**config.mk**
```make
export PLATFORM = sky130hd
export DESIGN_NAME = ppr_top
export DESIGN_NICKNAME = d
export VERILOG_FILES = /design/src/design/ppr_pkg.sv /design/src/design/ppr_lock.sv /design/src/design/ppr_mux.sv /design/src/design/ppr_top.sv
export SDC_FILE = /design/constraint.sdc
export NUM_CORES = 1
export LEC_CHECK = 0
export BUFFER_PORTS_ARGS = -buffer_cell sky130_fd_sc_hd__buf_2
export CORE_ASPECT_RATIO = 0.9
export CORE_MARGIN = 5
export CORE_UTILIZATION = 40
export DETAILED_ROUTE_END_ITERATION = 12
export GPL_TIMING_DRIVEN = 0
export REMOVE_ABC_BUFFERS = 1
export SYNTH_ARGS = -nofsm -noshare
export SYNTH_HDL_FRONTEND = slang
export SYNTH_SLANG_ARGS = --single-unit
```
**constraint.sdc**
```tcl
create_clock -name CLK -period 4.7 [get_ports CLK]
set_input_delay 0.235 -clock CLK [delete_from_list [all_inputs] [get_ports CLK]]
set_output_delay 0.235 -clock CLK [all_outputs]
set_load 0.05 [all_outputs]
```
**src/design/ppr_pkg.sv**
```systemverilog
// Constants, register map and helper functions of the pin routing block.
package ppr_pkg;

    // ****************************************************************
    // Register map
    // ****************************************************************
    localparam int         SEL_COUNT   = 18;
    localparam int         SEL_W       = 5;
    localparam logic [7:0] SEL_BASE    = 8'h00;
    localparam logic [7:0] LOCK_ADDR   = 8'h20;
    localparam logic [7:0] STATUS_ADDR = 8'h21;
    localparam int         LOCK_BIT    = 0;

    // ****************************************************************
    // Unlock keys and selector defaults
    // ****************************************************************
    localparam logic [7:0] UNLOCK_KEY1 = 8'h55;
    localparam logic [7:0] UNLOCK_KEY2 = 8'haa;
    localparam logic [SEL_W-1:0] SEL_RESET [0:SEL_COUNT-1] = '{
        5'h02, 5'h02, 5'h05, 5'h04, 5'h05, 5'h05, 5'h05, 5'h02, 5'h03,
        5'h05, 5'h01, 5'h00, 5'h05, 5'h01, 5'h02, 5'h03, 5'h01, 5'h00};

    // ****************************************************************
    // Two-wire capable pins, pin code is port * 8 + pin
    // ****************************************************************
    localparam int               SEL_SER_CLK = 13;
    localparam int               SEL_SER_DAT = 14;
    localparam logic [SEL_W-1:0] TW_PB1      = 5'h09;
    localparam logic [SEL_W-1:0] TW_PB2      = 5'h0a;
    localparam logic [SEL_W-1:0] TW_PC3      = 5'h13;
    localparam logic [SEL_W-1:0] TW_PC4      = 5'h14;

    typedef enum logic [2:0] {
        SEQ_IDLE  = 3'b001,
        SEQ_HALF  = 3'b010,
        SEQ_ARMED = 3'b100
    } ppr_seq_t;

    function automatic logic ppr_pick(input logic [31:0] pins,
                                      input logic [SEL_W-1:0] code);
        return pins[code];
    endfunction

    function automatic logic ppr_two_wire_pin(input logic [SEL_W-1:0] c);
        return (c == TW_PB1) || (c == TW_PB2) ||
               (c == TW_PC3) || (c == TW_PC4);
    endfunction

endpackage

```
**src/design/ppr_lock.sv**
```systemverilog
// Lock flag, unlock key sequence and one-way lock bookkeeping.
`timescale 1ns/10ps
module ppr_lock
    import ppr_pkg::*;
(
    // Clock and resets
    input  wire logic       clk,
    input  wire logic       rstn,
    input  wire logic       soft_rst,
    // Bus events
    input  wire logic       wr_lock,
    input  wire logic       other_access,
    input  wire logic [7:0] wdata,
    // Configuration
    input  wire logic       one_way,
    // State
    output logic            locked,
    output logic            clr_used,
    output logic            set_used,
    output logic            armed
);

    ppr_seq_t state;
    ppr_seq_t next_state;
    logic     next_locked;
    logic     next_clr_used;
    logic     next_set_used;
    logic     set_ok;
    logic     clr_ok;

    // ****************************************************************
    // Next state
    // ****************************************************************
    always_comb begin
        next_state    = state;
        next_locked   = locked;
        next_clr_used = clr_used;
        next_set_used = set_used;
        set_ok = !one_way || !set_used;
        clr_ok = !one_way || (!clr_used && !set_used);
        if (soft_rst) begin
            next_state    = SEQ_IDLE;
            next_locked   = 1'b0;
            next_clr_used = 1'b0;
            next_set_used = 1'b0;
        end else if (wr_lock) begin
            case (state)
                SEQ_IDLE: begin
                    next_state = (wdata == UNLOCK_KEY1) ? SEQ_HALF : SEQ_IDLE;
                end
                SEQ_HALF: begin
                    next_state = (wdata == UNLOCK_KEY2) ? SEQ_ARMED : SEQ_IDLE;
                end
                SEQ_ARMED: begin
                    next_state = SEQ_IDLE;
                    if (wdata[LOCK_BIT] && !locked && set_ok) begin
                        next_locked   = 1'b1;
                        next_set_used = 1'b1;
                    end else if (!wdata[LOCK_BIT] && locked && clr_ok) begin
                        next_locked   = 1'b0;
                        next_clr_used = 1'b1;
                    end
                end
                default: begin
                    next_state = SEQ_IDLE;
                end
            endcase
        end else if (other_access) begin
            next_state = SEQ_IDLE;
        end
        armed = (state == SEQ_ARMED);
    end

    // ****************************************************************
    // Registers
    // ****************************************************************
    always_ff @(posedge clk) begin
        if (!rstn) begin
            state    <= SEQ_IDLE;
            locked   <= 1'b0;
            clr_used <= 1'b0;
            set_used <= 1'b0;
        end else begin
            state    <= next_state;
            locked   <= next_locked;
            clr_used <= next_clr_used;
            set_used <= next_set_used;
        end
    end

endmodule

```
**src/design/ppr_mux.sv**
```systemverilog
// Pin multiplexer: one pin picked per peripheral input by its code.
`timescale 1ns/10ps
module ppr_mux
    import ppr_pkg::*;
#(
    parameter int N = SEL_COUNT
) (
    // Pin levels and selector codes
    input  wire logic [31:0]        pins,
    input  wire logic [N*SEL_W-1:0] sel_flat,
    // Routed peripheral inputs
    output logic      [N-1:0]       routed
);

    // ****************************************************************
    // Selection
    // ****************************************************************
    always_comb begin
        for (int i = 0; i < N; i++) begin
            routed[i] = ppr_pick(pins, sel_flat[i*SEL_W +: SEL_W]);
        end
    end

endmodule

```
**src/design/ppr_top.sv**
```systemverilog
// Peripheral input pin routing with lockable selector registers.
//
// Overview of operation
// - Each 5-bit selector names the pin; power-on gives its listed default.
// - Two-wire thresholds apply only on port B 1, 2 and port C 3, 4.
// - While locked, writes to every selector are ignored.
// - Lock flag changes only on a reset or right after writes of 0x55 then 0xAA.
// - With one-way option, flag sets once per reset and keyed clears are refused.
// - With one-way option, a set flag stays set until next reset.
// - Sleep entry or exit never changes any selector.
// - Power-on reset restores defaults and removes any permanent lock.
// - Other resets leave every selector unchanged.
`timescale 1ns/10ps
module ppr_top
    import ppr_pkg::*;
(
    // Clock and power-on reset
    input  wire logic       CLK,
    input  wire logic       RSTN,
    // Other device reset, sleep and configuration
    input  wire logic       DEV_RESET_N,
    input  wire logic       SLEEP,
    input  wire logic       ONE_SHOT_LOCK_OPTION,
    input  wire logic       TWO_WIRE_MODE,
    // Register port
    input  wire logic [7:0] ADDR,
    input  wire logic [7:0] WDATA,
    input  wire logic       WR,
    input  wire logic       RD,
    output logic      [7:0] RDATA,
    // Pins
    input  wire logic [5:0] PORT_A_PIN,
    input  wire logic [7:0] PORT_B_PIN,
    input  wire logic [7:0] PORT_C_PIN,
    // Routed peripheral inputs
    output logic            IRQ_IN,
    output logic            TIMER0_CLOCK_IN,
    output logic            TIMER1_CLOCK_IN,
    output logic            TIMER1_GATE_IN,
    output logic            TIMER2_EXTERNAL_IN,
    output logic            CAPTURE_ONE_IN,
    output logic            CAPTURE_TWO_IN,
    output logic            WAVEFORM_GEN_IN,
    output logic            LOGIC_CELL_IN_A,
    output logic            LOGIC_CELL_IN_B,
    output logic            LOGIC_CELL_IN_C,
    output logic            LOGIC_CELL_IN_D,
    output logic            CONVERTER_TRIGGER_IN,
    output logic            SERIAL_CLOCK_IN,
    output logic            SERIAL_DATA_IN,
    output logic            SERIAL_SELECT_IN,
    output logic            UART_RECEIVE_IN,
    output logic            UART_SYNC_CLOCK_IN,
    // Lock state and two-wire buffer control
    output logic            SELECTION_LOCK_FLAG,
    output logic            SERIAL_CLOCK_TWO_WIRE_BUF,
    output logic            SERIAL_DATA_TWO_WIRE_BUF
);

    // ****************************************************************
    // Declarations
    // ****************************************************************
    logic [21:0]          pin_meta;
    logic [21:0]          pin_sync;
    logic [3:0]           ctl_meta;
    logic [3:0]           ctl_sync;
    logic                 soft_rst;
    logic                 sleep_s;
    logic                 one_way_s;
    logic                 two_wire_s;
    logic [31:0]          pins;
    logic [SEL_W-1:0]     sel      [0:SEL_COUNT-1];
    logic [SEL_W-1:0]     next_sel [0:SEL_COUNT-1];
    logic [SEL_COUNT*SEL_W-1:0] sel_flat;
    logic [SEL_COUNT-1:0] routed;
    logic [SEL_COUNT-1:0] routed_q;
    logic [SEL_COUNT-1:0] next_routed_q;
    logic [7:0]           next_rdata;
    logic                 next_buf_clk;
    logic                 next_buf_dat;
    logic                 next_lock_out;
    logic                 hit_sel;
    logic                 hit_lock;
    logic                 hit_status;
    logic [4:0]           sel_idx;
    logic                 wr_lock;
    logic                 other_access;
    logic                 locked;
    logic                 clr_used;
    logic                 set_used;
    logic                 armed;

    // ****************************************************************
    // Synchronisers
    // ****************************************************************
    // Pins and control levels come from outside the clock domain, so
    // nothing reads them before the second flop.
    always_ff @(posedge CLK) begin
        if (!RSTN) begin
            pin_meta <= 22'h0;
            pin_sync <= 22'h0;
            ctl_meta <= 4'h1;
            ctl_sync <= 4'h1;
        end else begin
            pin_meta <= {PORT_C_PIN, PORT_B_PIN, PORT_A_PIN};
            pin_sync <= pin_meta;
            ctl_meta <= {TWO_WIRE_MODE, ONE_SHOT_LOCK_OPTION, SLEEP,
                         DEV_RESET_N};
            ctl_sync <= ctl_meta;
        end
    end

    always_comb begin
        soft_rst   = !ctl_sync[0];
        sleep_s    = ctl_sync[1];
        one_way_s  = ctl_sync[2];
        two_wire_s = ctl_sync[3];
        pins       = {8'h00, pin_sync[21:14], pin_sync[13:6],
                      2'b00, pin_sync[5:0]};
    end

    // ****************************************************************
    // Address decode
    // ****************************************************************
    always_comb begin
        sel_idx      = ADDR[4:0];
        hit_sel      = (ADDR >= SEL_BASE) &&
                       (ADDR < SEL_BASE + 8'(SEL_COUNT));
        hit_lock     = (ADDR == LOCK_ADDR);
        hit_status   = (ADDR == STATUS_ADDR);
        wr_lock      = WR && hit_lock;
        // Any other access breaks the keys
        other_access = RD || (WR && !hit_lock);
    end

    // ****************************************************************
    // Lock control
    // ****************************************************************
    // Keyed flag change
    ppr_lock u_lock (
        .clk          (CLK),
        .rstn         (RSTN),
        .soft_rst     (soft_rst),
        .wr_lock      (wr_lock),
        .other_access (other_access),
        .wdata        (WDATA),
        .one_way      (one_way_s),
        .locked       (locked),
        .clr_used     (clr_used),
        .set_used     (set_used),
        .armed        (armed)
    );

    // ****************************************************************
    // Selector registers
    // ****************************************************************
    // Sleep and the non power-on reset do not appear here at all, so
    // the selections ride through both untouched.
    always_comb begin
        for (int i = 0; i < SEL_COUNT; i++) begin
            next_sel[i] = sel[i];
        end
        if (WR && hit_sel && !locked) begin
            next_sel[sel_idx - SEL_BASE[4:0]] = WDATA[SEL_W-1:0];
        end
    end

    always_ff @(posedge CLK) begin
        if (!RSTN) begin
            for (int i = 0; i < SEL_COUNT; i++) begin
                sel[i] <= SEL_RESET[i];
            end
        end else begin
            for (int i = 0; i < SEL_COUNT; i++) begin
                sel[i] <= next_sel[i];
            end
        end
    end

    always_comb begin
        for (int i = 0; i < SEL_COUNT; i++) begin
            sel_flat[i*SEL_W +: SEL_W] = sel[i];
        end
    end

    // ****************************************************************
    // Pin multiplexer
    // ****************************************************************
    // Code picks the pin
    ppr_mux #(
        .N (SEL_COUNT)
    ) u_mux (
        .pins     (pins),
        .sel_flat (sel_flat),
        .routed   (routed)
    );

    // ****************************************************************
    // Output and read data
    // ****************************************************************
    always_comb begin
        next_routed_q = routed;
        next_lock_out = locked;
        // Two-wire buffer only on capable pins
        next_buf_clk  = two_wire_s && ppr_two_wire_pin(sel[SEL_SER_CLK]);
        next_buf_dat  = two_wire_s && ppr_two_wire_pin(sel[SEL_SER_DAT]);
        next_rdata    = 8'h00;
        // Read data stand for exactly one cycle after the strobe.
        if (RD) begin
            if (hit_sel) begin
                next_rdata = {3'b000, sel[sel_idx - SEL_BASE[4:0]]};
            end else if (hit_lock) begin
                next_rdata = {7'h00, locked};
            end else if (hit_status) begin
                next_rdata = {2'b00, armed, sleep_s, set_used, clr_used,
                              one_way_s, locked};
            end
        end
    end

    always_ff @(posedge CLK) begin
        if (!RSTN) begin
            routed_q                  <= '0;
            RDATA                     <= 8'h00;
            SELECTION_LOCK_FLAG       <= 1'b0;
            SERIAL_CLOCK_TWO_WIRE_BUF <= 1'b0;
            SERIAL_DATA_TWO_WIRE_BUF  <= 1'b0;
        end else begin
            routed_q                  <= next_routed_q;
            RDATA                     <= next_rdata;
            SELECTION_LOCK_FLAG       <= next_lock_out;
            SERIAL_CLOCK_TWO_WIRE_BUF <= next_buf_clk;
            SERIAL_DATA_TWO_WIRE_BUF  <= next_buf_dat;
        end
    end

    // ****************************************************************
    // Routed outputs
    // ****************************************************************
    // Each port is a bit of the routed register; the extra flop costs a
    // cycle of latency but keeps the outputs glitch free.
    always_comb begin
        IRQ_IN               = routed_q[0];
        TIMER0_CLOCK_IN      = routed_q[1];
        TIMER1_CLOCK_IN      = routed_q[2];
        TIMER1_GATE_IN       = routed_q[3];
        TIMER2_EXTERNAL_IN   = routed_q[4];
        CAPTURE_ONE_IN       = routed_q[5];
        CAPTURE_TWO_IN       = routed_q[6];
        WAVEFORM_GEN_IN      = routed_q[7];
        LOGIC_CELL_IN_A      = routed_q[8];
        LOGIC_CELL_IN_B      = routed_q[9];
        LOGIC_CELL_IN_C      = routed_q[10];
        LOGIC_CELL_IN_D      = routed_q[11];
        CONVERTER_TRIGGER_IN = routed_q[12];
        SERIAL_CLOCK_IN      = routed_q[13];
        SERIAL_DATA_IN       = routed_q[14];
        SERIAL_SELECT_IN     = routed_q[15];
        UART_RECEIVE_IN      = routed_q[16];
        UART_SYNC_CLOCK_IN   = routed_q[17];
    end

endmodule

```
Word-level counts from Yosys, hierarchy flattened
Memories as Yosys holds them, arrays and structs flattened.
Cells that the tools add are included.
W data, S select, Z words.
{ "totals": {"ff_bits": 87, "ram_bits": 90, "input_bits": 46, "output_inout_bits": 29, "wordCells": 183, "n_memories": 1} }
{ "mem_list": {"columns": ["memory", "words", "word_bits", "read_ports", "rd_clocked_by_memory_dff", "write_ports", "line_no", "rtl"], "rows": [
  ["sel", 18, 5, 19, 0, 18, "ppr_top.sv:72", "logic [SEL_W-1:0] sel [0:SEL_COUNT-1];"]
]} }
{ "op_classes": {"n_lt_le_gt_ge": 22, "eq_ne": 15, "n_mux": 70, "bitwise_logic": 23, "reduce_logical": 37} }
{ "ops": {"columns": ["op", "n"], "rows": [
  ["$mux W5", 22],
  ["$lt A5 B6 Y1 const B", 18],
  ["$bmux W1 S5", 18],
  ["$bwmux W90", 1],
  ["$mux W90", 1],
  ["$demux W5 S5", 1],
  ["$mux W1", 22],
  ["$eq A5 B4 Y1 const B", 4],
  ["$eq A5 B5 Y1 const B", 4],
  ["$or A1 B1 Y1", 18],
  ["$eq A8 B6 Y1 const B", 2],
  ["$logic_and A1 B1 Y1", 13],
  ["$logic_or A1 B1 Y1", 9],
  ["$mux W3", 3],
  ["$eq A8 B7 Y1 const B", 1],
  ["$eq A8 B8 Y1 const B", 1],
  ["$ge A8 B1 Y1 const B", 1],
  ["$lt A8 B5 Y1 const B", 1],
  ["$ge A6 B6 Y1 const B", 1],
  ["$logic_not A1 Y1", 6],
  ["$lt A6 B1 Y1 const B", 1],
  ["$not A5 Y6", 1],
  ["$pmux W3 S2", 1],
  ["$reduce_and A3 Y1", 2],
  ["10 further kinds", 15]
]} }

Logic depth before layout (Yosys ltp)
{ "depth": {"ltp_word": 8, "depth_mapped": 7, "ltp_nobuf": 4} }

Modules after synthesis
From an unflattened synthesis, not the netlist that was laid out.
{ "hier_totals": {"cells_unflattened": 1447, "area_unflattened_um2": 12867.3} }
{ "modules_own_cells": {"columns": ["mod", "instances", "cells_per_inst", "area_each_um2", "seq_area_each_um2"], "rows": [
  ["ppr_top", 1, 611, 6501.2, 3383.2],
  ["ppr_mux", 1, 800, 6037.0, 0.0],
  ["ppr_lock", 1, 36, 329.1, 120.1]
]} }

Least setup slack after synthesis
Ideal clock, no wire load.
{ "synth_timing": {"path_kind": "input port to flip-flop", "from": "input port ADDR[3]", "to": "register RDATA[3]", "setup_time_ps": 120, "arrival_time_ps": 1568, "t_required_ps": 4580, "setup_slack_ps": 3012, "cell_stages": 6, "path_buffers": 2, "cell_sequence": "buf_2 -> buf_2 -> mux4_2 -> nand4_1 -> o21ai_0 -> a211o_1"} }
{ "synth_between": {"elab_chain_len": 4, "word_cells_on_any_way": 9, "cone_classes": "order compare (2); eq/ne (2); mux (3); reduce/logical (1); memory (1)"} }
{ "synth_rtl": {"columns": ["element", "line_no", "rtl"], "rows": [
  ["start: declaration", "ppr_top.sv:26", "input wire logic [7:0] ADDR,"],
  ["branches (longest 3 deep; another with $ge A8 B1 Y1)", null, null],
  ["$mux W5 *", "ppr_top.sv:210", "if (hit_sel) begin"],
  ["end signal: assignment", "ppr_top.sv:230", "RDATA <= next_rdata;"],
  ["end: declaration", "ppr_top.sv:30", "output logic [7:0] RDATA,"]
]} }
Every way passes the cells marked *.
A chain may end at the register's enable or synchronous reset.

==> results.yml <==
routing:
  vias: 8384
  antenna_left: 0
  dr.pass1.iters: 5
  avgViaCountPerCell: 6.04
  routed_wl_microns: 31300
  post_drt_wl_per_cell_microns: 22.5
  drc_errors: 0
  drt_iter0_drc: 810
placement:
  hpwl_microns: 19100
  globalplace.congestion: 0.913
  dp_cells: 1331
  portBuffers: 72
  post-place-ws_ns: 1.68
setup_path:
  endpoint: "sel[2][2]"
  worst_path_max_delay_cell: "nor4bb_1"
  critPathLaunch: "ADDR[1]"
  crit_type: "in -> reg"
  ff2ff_path_depth: 3
  crit_fanout: 35
  worstPathCellList: "buf_2, nor4bb_1, nand3_1, mux2i_1, nand2_1"
  cpPeakStageDelay_ns: 1.08
  r2r-start: "u_lock.locked"
  crit_cells: 5
  ff2ff_setup_slack_ns: 2.13
  path_buf_inv: 1
  critPathLaunchType: "primary input"
  crit_arrival_ns: 3.03
  crit_required_ns: 5.01
  reg2reg_to: "sel[13][3]"
  cp_top_family: "simple AND/OR/NAND/NOR gates"
  setup.worst_path.end_class: "flop"
synthesis:
  syn_area_per_cell_sq_um: 10.4
  synthAdderAreaFrac: 0
  synth-simple-area-share: 0.209
  synth_top_cell_area_share: 0.328
  synthArstFlopShare: 0
  ys_types: 57
  synth_flop_cell: "dfxtp_1"
  yosysTopAreaCell: "dfxtp_1"
  yosysWarningCount: 0
  synthCells: 1032
  synth_area_sq_um: 10700
  synthXorXnorAreaFrac: 0.00164
  synth_seq_area_share: 0.328
  synth-edff-count: 0
  synth.area.mux_share: 0.338
  synth_top_family_by_area: "multiplexers"
  ys_seq_elements: 175
  yosys-top-cells-area: "dfxtp_1 33%, mux4_2 17%, mux2i_1 13%"
  synth_compound_area_frac: 0.0694
sta:
  setup_viol: 0
  tightest_slew_ns: 1.31
  min_period_over_period: 0.578
  maxClockFrequency_mhz: 368
  finalSetupTns_ns: 0
  rsz0062_at_grt: "false"
  slew_viol_final: 0
  setup_ws_ns: 1.98
  finalCriticalPeriod_ns: 2.72
  hold_viol: 0
  maxSlewHeadroom: 0.113
  skew_ns: 0.0117
cells_and_area:
  syn_to_final_growth_pct: 10.7
  regArea_sq_um: 3500
  layoutNonFillerInstCount: 1389
  diodes: 0
  final_common_cell: "dfxtp_1"
  final_cell_mix: "175 x dfxtp_1, 144 x mux2i_1, 82 x mux4_2"
  drive_above_1_share: 0.233
  fill_cells: 2480
  final_net_count: 1074
  multi_input_area_sq_um: 6620
floorplan:
  dieArea_sq_um: 30100
  die_h_microns: 165
  num_rows: 56
  start_util: 0.408
  io_pins: 75
  die_w_microns: 182
  core_sq_um: 26200
power_and_ir_drop:
  p_leak_nw: 4.68
  pwr-share-comb: 0.083
  p_per_area_nw_per_um2: 274
  intPower_mw: 2.35
  sequentialPowerShare: 0.485
  total_power_mw: 3.24
  power.share.clock: 0.432
  switching_share: 0.277
  ir_drop_uv: 237
  p_sw_mw: 0.897
job:
  maxCapViolCount: 0
clock_tree:
  numCtsBuffers: 17
  cts_setup_buffers: 0
  clock_latency_ns: 0.44
  htree_num_levels: 4
  cts_tree: "done"
  clk_path_buf_depth: 2
  cts-root-buf: "clkbuf_16"
  path_clk_slew_ns: 0.07
  cts.sinks: 175
global_routing:
  grtUsageTotal: 0.209
  grt_pass1_wl_microns: 48400
  grt_max_degree: 106
  grt_pass1_vias: 8035
  overflow: 0
  antenna_found_initial: 0
worst_hold_path:
  hold_start: "RD"
  min_path_type: "in -> reg"
run_status:
  status: "finished, final reports clean"
[tightest hold or removal path, delay by kind of cell]
family | cells | cell delay, ns
buf+inv | 1 | 0.15
compound gates | 1 | 0.08
simple gates | 1 | 0.07
[synth_stat cells (8+ instances only)]
library cell / count
nor2b_1: 65
a311oi_1: 9
a31o_2: 12
mux2i_1: 144
nand2b_1: 11
nor3_1: 21
clkbuf_1: 83
a31oi_1: 9
mux4_2: 82
nand3_1: 17
mux2_2: 29
and2_1: 54
o21ai_0: 13
o31ai_1: 19
nor3b_1: 48
nor4_1: 9
buf_2: 28
nand2_1: 66
inv_1: 11
nor2_1: 19
nand4b_1: 8
dfxtp_1: 175
or3_1: 11
[per-layer routing]
metal	wire length (microns)	GRT usage	part of all wire	vias up
met5	0	0	0	-
met4	711	0.0651	0.023	0
met3	2890	0.0495	0.092	53
met2	13700	0.318	0.44	417
met1	14000	0.295	0.45	4114
li1	-	-	-	3800
[kinds of logic after synthesis]
family | Yosys count
AO/OA/AOI/OAI | 99
XOR/XNOR | 2
buffers and inverters | 134
flip-flops | 175
multiplexers | 255
other | 1
AND/OR/NAND/NOR | 366
[repair_timing]
item | in CTS | in global routing
hold buffers | 26 | 0
gates resized for setup | 0 | 0
endpoints found under the setup margin | 0 | 0
endpoints found under the hold margin | 26 | 0
[final cells by class]
cell class / count / area share
Inverter: 11 / 0.00349
Multi-Input combinational cell: 724 / 0.560
Timing Repair Buffer: 99 / 0.0553
Sequential cell: 175 / 0.296
Tap cell: 348 / 0.0368
Clock inverter: 14 / 0.0122
Clock buffer: 18 / 0.0363
[power groups by stage]
stage	clock network (mW)	logic [mW]	registers (mW)
detailed placement	0	0.252	1.60
global route	1.49	0.291	1.57
CTS	1.43	0.269	1.57
finish	1.40	0.269	1.57
global placement	0	0.250	1.60
floorplan	0	0.131	1.58
[how the worst min path moves through the flow]
stage                        endpoint  slack [ns]  depth (start not counted)
after detailed placement  ctl_sync[0]        0.40                          1
after CTS                    RDATA[0]        0.13                          3
after floorplan             sel[0][1]        0.30                          1
after global routing         RDATA[0]        0.14                          3
final                        RDATA[0]        0.16                          3
after global placement    ctl_sync[0]        0.41                          1
[state kept, by name, summed over array words and instances (netlist names), 3 cells and up]
register,cells
pin_sync,22
routed_q,18
RDATA,6
pin_meta,22
sel,90
ctl_meta,4
u_lock.state,3
ctl_sync,4
[per-stage QoR]
| stage | area [sq um] | hold WS, ns | util |
|---|---|---|---|
| global placement | 11000 | 0.411 | 0.418 |
| CTS | 11800 | 0.128 | 0.451 |
| finish | 11800 | 0.162 | 0.451 |
| global route | 11800 | 0.139 | 0.451 |
| floorplan | 10200 | 0.297 | - |
| detailed placement | 11000 | 0.403 | 0.419 |
Power figures use the tool's default switching activity.
